### config.mk
export PLATFORM = sky130hd
export DESIGN_NAME = frg_gate_ctrl
export DESIGN_NICKNAME = d
export VERILOG_FILES = /design/src/hw/frg_pkg.sv /design/src/hw/frg_gate_ctrl.sv
export VERILOG_INCLUDE_DIRS = /design/src /design/src/hw
export SDC_FILE = /design/constraint.sdc
export NUM_CORES = 1
export LEC_CHECK = 0
export ABC_CLOCK_PERIOD_IN_PS = 1800
export BUFFER_PORTS_ARGS = -buffer_cell sky130_fd_sc_hd__buf_2
export CAP_MARGIN = 0
export CORE_ASPECT_RATIO = 1.4
export CORE_MARGIN = 2
export CORE_UTILIZATION = 45
export CTS_CLUSTER_DIAMETER = 30
export DETAILED_ROUTE_END_ITERATION = 10
export PLACE_DENSITY = 0.77
export SETUP_SLACK_MARGIN = 0.1
export SLEW_MARGIN = 10
export SYNTH_ARGS = -nofsm -noshare
export SYNTH_HDL_FRONTEND = slang
export SYNTH_SLANG_ARGS = --single-unit
### constraint.sdc
create_clock -name clk -period 1.8 [get_ports clk]
set_input_delay 0.54 -clock clk [delete_from_list [all_inputs] [get_ports clk]]
set_output_delay 0.54 -clock clk [all_outputs]
set_load 0.1 [all_outputs]
### src/hw/frg_defs.svh
// Constants for the fault response and gate control block
`ifndef FRG_DEFS_SVH
`define FRG_DEFS_SVH
`define FRG_ACT_W        3
`define FRG_ACT_DISABLE  3'h0
`define FRG_ACT_REPORT   3'h1
`define FRG_ACT_ALL_OFF  3'h2
`define FRG_ACT_MOTOR    3'h3
`define FRG_ACT_ALL_CP   3'h4
`define FRG_ACT_HOLD     3'h5
`define FRG_NUM_MON      5
`define FRG_MON_PUMP_OV  0
`define FRG_MON_LSUP_OV  1
`define FRG_MON_AMP_UV   2
`define FRG_MON_AMP_OV   3
`define FRG_MON_BATT_UV  4
`define FRG_ADDR_W       4
`define FRG_ADDR_CTRL    4'h0
`define FRG_ADDR_ACT0    4'h4
`define FRG_ADDR_ACT1    4'h8
`define FRG_ADDR_STAT    4'hc
`define FRG_ADDR_CLR     4'h0
`define FRG_BIT_W_DIS    0
`define FRG_BIT_OPT      1
`define FRG_BIT_GATE_W   2
`define FRG_STAT_INH_W   5
`define FRG_STAT_CP      6
`define FRG_STAT_VDS     7
`define FRG_CLR_INH_W    5
`endif

### src/hw/frg_pkg.sv
// Types shared by the fault response and gate control block
`include "frg_defs.svh"
package frg_pkg;
  typedef logic [`FRG_ACT_W-1:0] frg_act_t;
  typedef struct packed {
    logic high;
    logic low;
  } frg_pair_t;
  typedef struct packed {
    logic pump_ov;
    logic logic_supply_ov;
    logic amp_supply_uv;
    logic amp_supply_ov;
    logic battery_uv;
    logic logic_supply_uv;
    logic gate_source_ov;
    logic over_temp;
    logic drain_source;
    logic osc_fault;
  } frg_faults_t;
endpackage : frg_pkg

### src/hw/frg_gate_ctrl.sv
// W-phase gate gating and fault response logic
`timescale 1ns/1ps
`include "frg_defs.svh"
module frg_gate_ctrl
(
  input  wire logic                     clk,
  input  wire logic                     reset_n,
  input  wire logic                     clk_en,
  input  wire logic [`FRG_ADDR_W-1:0]   reg_addr,
  input  wire logic [31:0]              reg_wdata,
  input  wire logic                     reg_wr,
  input  wire logic                     reg_rd,
  output logic      [31:0]              reg_rdata,
  input  wire logic                     phase_w_high_input,
  input  wire logic                     phase_w_low_input,
  input  wire frg_pkg::frg_faults_t     fault_in,
  output logic                          phase_w_high_output,
  output logic                          phase_w_low_output,
  output logic                          aux_drivers_on,
  output logic                          pump_on,
  output logic                          osc_on,
  output logic                          vds_monitor_en,
  output logic                          diagnostic_pin
);
  import frg_pkg::*;

  // Pins and fault comparators are asynchronous: three-stage sync
  logic [2:0]                 hi_s_q;
  logic [2:0]                 lo_s_q;
  logic [9:0]                 flt_s1_q;
  logic [9:0]                 flt_s2_q;
  logic [9:0]                 flt_s3_q;
  logic                       hi_q;
  logic                       lo_q;
  frg_faults_t                flt_q;

  always_ff @(posedge clk or negedge reset_n)
  begin
    if (!reset_n)
    begin
      hi_s_q   <= 3'h0;
      lo_s_q   <= 3'h0;
      flt_s1_q <= 10'h000;
      flt_s2_q <= 10'h000;
      flt_s3_q <= 10'h000;
    end
    else if (clk_en)
    begin
      hi_s_q   <= {hi_s_q[1:0], phase_w_high_input};
      lo_s_q   <= {lo_s_q[1:0], phase_w_low_input};
      flt_s1_q <= fault_in;
      flt_s2_q <= flt_s1_q;
      flt_s3_q <= flt_s2_q;
    end
  end

  // A change counts only once stages two and three agree
  always_ff @(posedge clk or negedge reset_n)
  begin
    if (!reset_n)
    begin
      hi_q  <= 1'b0;
      lo_q  <= 1'b0;
      flt_q <= '0;
    end
    else if (clk_en)
    begin
      if (hi_s_q[1] == hi_s_q[2])
        hi_q <= hi_s_q[2];
      if (lo_s_q[1] == lo_s_q[2])
        lo_q <= lo_s_q[2];
      for (int i = 0; i < 10; i++)
        if (flt_s2_q[i] == flt_s3_q[i])
          flt_q[i] <= flt_s3_q[i];
    end
  end

  // Control registers
  logic                       w_dis_q;
  logic                       opt_q;
  logic                       gate_w_q;
  frg_act_t                   act_q [`FRG_NUM_MON];
  logic [`FRG_NUM_MON-1:0]    mon_flag_q;
  logic                       inh_flag_q;
  logic [`FRG_NUM_MON-1:0]    hold_q;
  logic [`FRG_NUM_MON-1:0]    mon_raw;
  logic                       clr_wr;

  assign clr_wr = reg_wr && (reg_addr == `FRG_ADDR_STAT);
  assign mon_raw = {flt_q.battery_uv, flt_q.amp_supply_ov,
                    flt_q.amp_supply_uv, flt_q.logic_supply_ov,
                    flt_q.pump_ov};

  always_ff @(posedge clk or negedge reset_n)
  begin
    if (!reset_n)
    begin
      w_dis_q  <= 1'b0;
      opt_q    <= 1'b0;
      gate_w_q <= 1'b0;
      for (int i = 0; i < `FRG_NUM_MON; i++)
        act_q[i] <= `FRG_ACT_ALL_OFF;
    end
    else if (clk_en && reg_wr)
    begin
      if (reg_addr == `FRG_ADDR_CTRL)
      begin
        w_dis_q  <= reg_wdata[`FRG_BIT_W_DIS];
        opt_q    <= reg_wdata[`FRG_BIT_OPT];
        gate_w_q <= reg_wdata[`FRG_BIT_GATE_W];
      end
      else if (reg_addr == `FRG_ADDR_ACT0)
      begin
        for (int i = 0; i < 4; i++)
          act_q[i] <= reg_wdata[i*4 +: `FRG_ACT_W];
      end
      else if (reg_addr == `FRG_ADDR_ACT1)
        act_q[`FRG_MON_BATT_UV] <= reg_wdata[`FRG_ACT_W-1:0];
    end
  end

  // Effective action per monitor; battery has its own table
  frg_act_t                   eff [`FRG_NUM_MON];
  logic [`FRG_NUM_MON-1:0]    mon_en;
  always_comb
  begin
    for (int i = 0; i < `FRG_NUM_MON; i++)
    begin
      eff[i]    = act_q[i];
      mon_en[i] = (act_q[i] != `FRG_ACT_DISABLE);
    end
    // Battery monitor never disabled; map onto all-off or motor-off
    mon_en[`FRG_MON_BATT_UV] = 1'b1;
    if (act_q[`FRG_MON_BATT_UV] <= `FRG_ACT_ALL_OFF)
      eff[`FRG_MON_BATT_UV] = `FRG_ACT_ALL_OFF;
    else
      eff[`FRG_MON_BATT_UV] = `FRG_ACT_MOTOR;
  end

  // Sticky monitor flags; set wins over clear
  always_ff @(posedge clk or negedge reset_n)
  begin
    if (!reset_n)
      mon_flag_q <= '0;
    else if (clk_en)
    begin
      for (int i = 0; i < `FRG_NUM_MON; i++)
        if (mon_raw[i] && mon_en[i])
          mon_flag_q[i] <= 1'b1;
        else if (clr_wr && reg_wdata[i])
          mon_flag_q[i] <= 1'b0;
    end
  end

  // Hold latches persist after the cause until the flag is cleared
  always_ff @(posedge clk or negedge reset_n)
  begin
    if (!reset_n)
      hold_q <= '0;
    else if (clk_en)
    begin
      for (int i = 0; i < `FRG_NUM_MON; i++)
        if (mon_raw[i] && eff[i] == `FRG_ACT_HOLD && i != `FRG_MON_BATT_UV)
          hold_q[i] <= 1'b1;
        else if (clr_wr && reg_wdata[i])
          hold_q[i] <= 1'b0;
    end
  end

  // Combine live faults into off requests
  logic                       all_off;
  logic                       motor_off;
  logic                       cp_off;
  logic                       lsup_uv;
  always_comb
  begin
    lsup_uv   = flt_q.logic_supply_uv;
    all_off   = lsup_uv || hold_q != '0;
    motor_off = 1'b0;
    cp_off    = lsup_uv || hold_q != '0;
    for (int i = 0; i < `FRG_NUM_MON; i++)
      if (mon_raw[i] && mon_en[i])
      begin
        case (eff[i])
          `FRG_ACT_ALL_OFF: all_off = 1'b1;
          `FRG_ACT_MOTOR:   motor_off = 1'b1;
          `FRG_ACT_ALL_CP:
          begin
            all_off = 1'b1;
            cp_off  = 1'b1;
          end
          default: ;  // Report only keeps running
        endcase
      end
  end

  // Inhibit status flag for the W phase
  logic                       both_hi;
  assign both_hi = hi_q && lo_q;

  always_ff @(posedge clk or negedge reset_n)
  begin
    if (!reset_n)
      inh_flag_q <= 1'b0;
    else if (clk_en)
    begin
      // Evaluated even with the gate disabled
      if (both_hi && !w_dis_q && opt_q)
        inh_flag_q <= 1'b1;
      else if (clr_wr && reg_wdata[`FRG_CLR_INH_W])
        inh_flag_q <= 1'b0;
    end
  end

  // Gate outputs
  logic                       drive_ok;
  logic                       hi_d;
  logic                       lo_d;
  assign drive_ok = gate_w_q && !all_off && !motor_off;
  always_comb
  begin
    hi_d = 1'b0;
    lo_d = 1'b0;
    if (drive_ok)
    begin
      if (!both_hi)
      begin
        hi_d = hi_q;
        lo_d = lo_q;
      end
      else if (w_dis_q)
      begin
        hi_d = 1'b1;
        lo_d = 1'b1;
      end
      // Otherwise inhibited: both low
    end
  end

  always_ff @(posedge clk or negedge reset_n)
  begin
    if (!reset_n)
    begin
      phase_w_high_output <= 1'b0;
      phase_w_low_output  <= 1'b0;
      aux_drivers_on      <= 1'b0;
      pump_on             <= 1'b0;
      osc_on              <= 1'b0;
      vds_monitor_en      <= 1'b0;
      diagnostic_pin      <= 1'b0;
    end
    else if (clk_en)
    begin
      phase_w_high_output <= hi_d;
      phase_w_low_output  <= lo_d;
      aux_drivers_on      <= !all_off;
      pump_on             <= !cp_off;
      osc_on              <= !lsup_uv;
      // Suspended while forced off, back on when running
      vds_monitor_en      <= !all_off && !motor_off;
      diagnostic_pin      <= !(lsup_uv || inh_flag_q
                               || mon_flag_q != '0);
    end
  end

  // Register read, data in the cycle after the strobe
  always_ff @(posedge clk or negedge reset_n)
  begin
    if (!reset_n)
      reg_rdata <= 32'h0;
    else if (clk_en)
    begin
      reg_rdata <= 32'h0;
      if (reg_rd)
      begin
        if (reg_addr == `FRG_ADDR_CTRL)
          reg_rdata[2:0] <= {gate_w_q, opt_q, w_dis_q};
        else if (reg_addr == `FRG_ADDR_ACT0)
          reg_rdata[15:0] <= {1'b0, act_q[3], 1'b0, act_q[2],
                              1'b0, act_q[1], 1'b0, act_q[0]};
        else if (reg_addr == `FRG_ADDR_ACT1)
          reg_rdata[2:0] <= act_q[`FRG_MON_BATT_UV];
        else if (reg_addr == `FRG_ADDR_STAT)
          reg_rdata[7:0] <= {!(all_off || motor_off), cp_off,
                             inh_flag_q, mon_flag_q};
      end
    end
  end
endmodule : frg_gate_ctrl

==> run_results.csv <==
group,metric,value,unit
run_status,outcome,"complete, no violations",
flow_run,drv_cap,0,
routing,num_vias,2639,
die,io_pins,92,
logic_synthesis,ys_types,46,
power,power_density,1270,nW/um^2
layout,area_growth,21.2,%
power,worst_ir_drop_vdd,0.598,mV
logic_synthesis,syn_area_per_cell,11.9,sq um
clock_tree,hold_buffers,0,
routing,drt_pass1_iterations,4,
timing,setup_viol,0,
logic_synthesis,ys.flop_type,"dfrtp_1",
logic_synthesis,syn_inst,314,
timing,grt_setup_unrepaired,"yes",
logic_synthesis,synth_seq_cells,81,
setup_path,cp_max_fo,3,
routing,remaining_drc_errors,0,
timing,maxSlewViolCount,0,
layout,fin_area,4520,sq um
setup_path,r2r.worst_path.cells,4,
routing,wl_per_cell,16.1,um
setup_path,worstPathArrival,1940,ps
setup_path,r2r-start,"hold_q[0]$_DFFE_PN0P_",
logic_synthesis,synth_edf_count,0,
logic_synthesis,seq_area_frac_synth,54.5,%
die,dieArea,9040,sq um
logic_synthesis,syn_area,3730,sq um
die,row_count,39,
setup_path,critPathBufInv,0,
grt,grt_pass1_vias,2689,
layout,layout_common_cells,"dfrtp_1 (76), buf_2 (48), mux2_2 (28)",
grt,antenna_found_initial,0,
setup_path,path_delay_family,"simple AND/OR/NAND/NOR gates",
clock_tree,cts_sinks,81,
setup_path,worst_ep_required_time,2020,ps
setup_path,critPathSlowestCell,"or4_4",
clock_tree,htreeDepth,3,
setup_path,cpPeakStageDelay,550,ps
die,coreArea,8100,sq um
place,place_area,4160,sq um
timing,finalHoldViolCount,0,
grt,grt_max_degree,31,
setup_path,rrSetupSlack,80,ps
layout,drive_gt1_share,37.0,%
logic_synthesis,synthArstFlopShare,100,%
clock_tree,cts_buffers,9,
timing,finalCriticalPeriod,1720,ps
routing,via_per_inst,5.37,
routing,ant_nets,0,
setup_path,start_kind,"register",
timing,finalCritPeriodShare,95.6,%
timing,setup_tns,0,ps
die,die_y,112,um
layout,mostFrequentLayoutCell,"dfrtp_1",
layout,nets,437,
place,place_congestion,0.876,
setup_path,r2r_end,"reg_rdata[6]$_DFFE_PN0P_",
clock_tree,max-clock-path-buffers,2,
timing,skew,2.41,ps
grt,grt_pass1_wl,13.2,mm
place,io_buffer_count,50,
setup_path,critPathKind,"register to register",
place,dpl.hpwl,5.77,mm
clock_tree,clkTransAtPathRegs,60,ps
timing,holdWs,123,ps
routing,finalWirelength,7.91,mm
grt,grt_remaining_overflow,0,
grt,grtUsageTotal,19.4,%
layout,diodes,0,
power,p_leak,2.15,nW
setup_path,cp-end-kind,"register",
timing,fmax,581,MHz
die,die_w,80.9,um
routing,first_iter_violations,152,
clock_tree,clock_latency,330,ps
worst_hold_path,hold_path.class,"input port to asynchronous set/reset pin",
logic_synthesis,yosysWarnings,0,
clock_tree,cts_tree,"yes",
die,start_util,46.0,%
layout,n_fill_cell,686,
clock_tree,cts_root_buf,"clkbuf_16",
setup_path,worstPathCellList,"or4_4 > or3b_1 > o32ai_2 > o2bb2ai_1",
-- registers in the layout, summed over array words and instances (netlist names), 3 cells and up --
name        cells
act_q          15
flt_q           5
flt_s1_q        6
flt_s2_q        6
flt_s3_q        6
hi_s_q          3
hold_q          4
lo_s_q          3
mon_flag_q      5
reg_rdata      14
-- cell usage after synthesis, drive strengths merged (6+ instances only) --
cell	count	area (sq um)
nor2b	6	37.5
o21ai	29	145
o2bb2ai	6	52.6
nand2	21	78.8
a22o	11	96.3
buf	26	179
inv	16	60.1
dfrtp	76	1900
a21oi	9	45.0
nor2	7	26.3
mux2	38	465
-- logic make-up after synthesis --
| logic type | synth area share [%] |
|---|---|
| AO/OA/AOI/OAI | 14.1 |
| buffers and inverters | 6.92 |
| XOR/XNOR | 0.940 |
| flip-flops | 54.5 |
| multiplexers | 13.8 |
| AND/OR/NAND/NOR | 9.60 |
| other | 0.101 |
-- metrics by stage --
stage | setup WS [ps] | util (%) | std cells | power (mW)
2_1_floorplan | 26.2 | - | 331 | 3.48
3_3_place_gp | -98.1 | 51.3 | 474 | 3.79
3_5_place_dp | -112 | 51.3 | 474 | 3.84
4_1_cts | 76.3 | 55.7 | 490 | 5.76
5_1_grt | -9.40 | 55.8 | 491 | 6.02
6_report | 79.6 | 55.8 | 491 | 5.74
-- cell type report --
| cell class | instances | area [sq um] | share of cell area, % |
|---|---|---|---|
| multi-input cells | 203 | 1540 | 34.1 |
| well taps | 102 | 128 | 2.82 |
| flip-flops and latches | 81 | 2030 | 45.0 |
| clock buffers | 12 | 267 | 5.90 |
| clock inverters | 4 | 50.0 | 1.11 |
| inverters | 16 | 60.1 | 1.33 |
| repair buffers | 73 | 440 | 9.75 |
-- worst max path at each step --
stage | from | to | slack [ps] | depth (start not counted)
floorplan | reg_addr[2] | act_q[11]$_DFFE_PN0P_ | 30 | 5
global placement | reg_addr[3] | act_q[6]$_DFFE_PN0P_ | -100 | 4
detailed placement | reg_addr[3] | act_q[12]$_DFFE_PN0P_ | -110 | 4
CTS | hold_q[0]$_DFFE_PN0P_ | reg_rdata[6]$_DFFE_PN0P_ | 80 | 4
global route | hold_q[0]$_DFFE_PN0P_ | reg_rdata[6]$_DFFE_PN0P_ | -9 | 4
finish | hold_q[0]$_DFFE_PN0P_ | reg_rdata[6]$_DFFE_PN0P_ | 80 | 4
-- power breakdown --
| part | switching (mW) | internal, mW | leakage, nW | total, mW |
|---|---|---|---|---|
| sequential | 0.328 | 2.16 | 0.992 | 2.49 |
| clock | 0.687 | 1.18 | 0.151 | 1.87 |
| combinational | 0.877 | 0.503 | 1.01 | 1.38 |
-- repair_timing --
action                                  4_1_cts  5_1_grt
gates resized for setup                       5        2
endpoints found under the setup margin        5        8
setup buffers                                 0        1
hold endpoints to repair                      0        0
pin swaps                                     3        1
-- layer usage --
metal,up-vias,track usage [%],wire [um]
met4,0,10.2,272
met2,69,32.3,4110
met5,-,0,0
met3,23,4.78,343
met1,1311,22.6,3190
li1,1236,-,-
(Power assumes the default switching activity.)
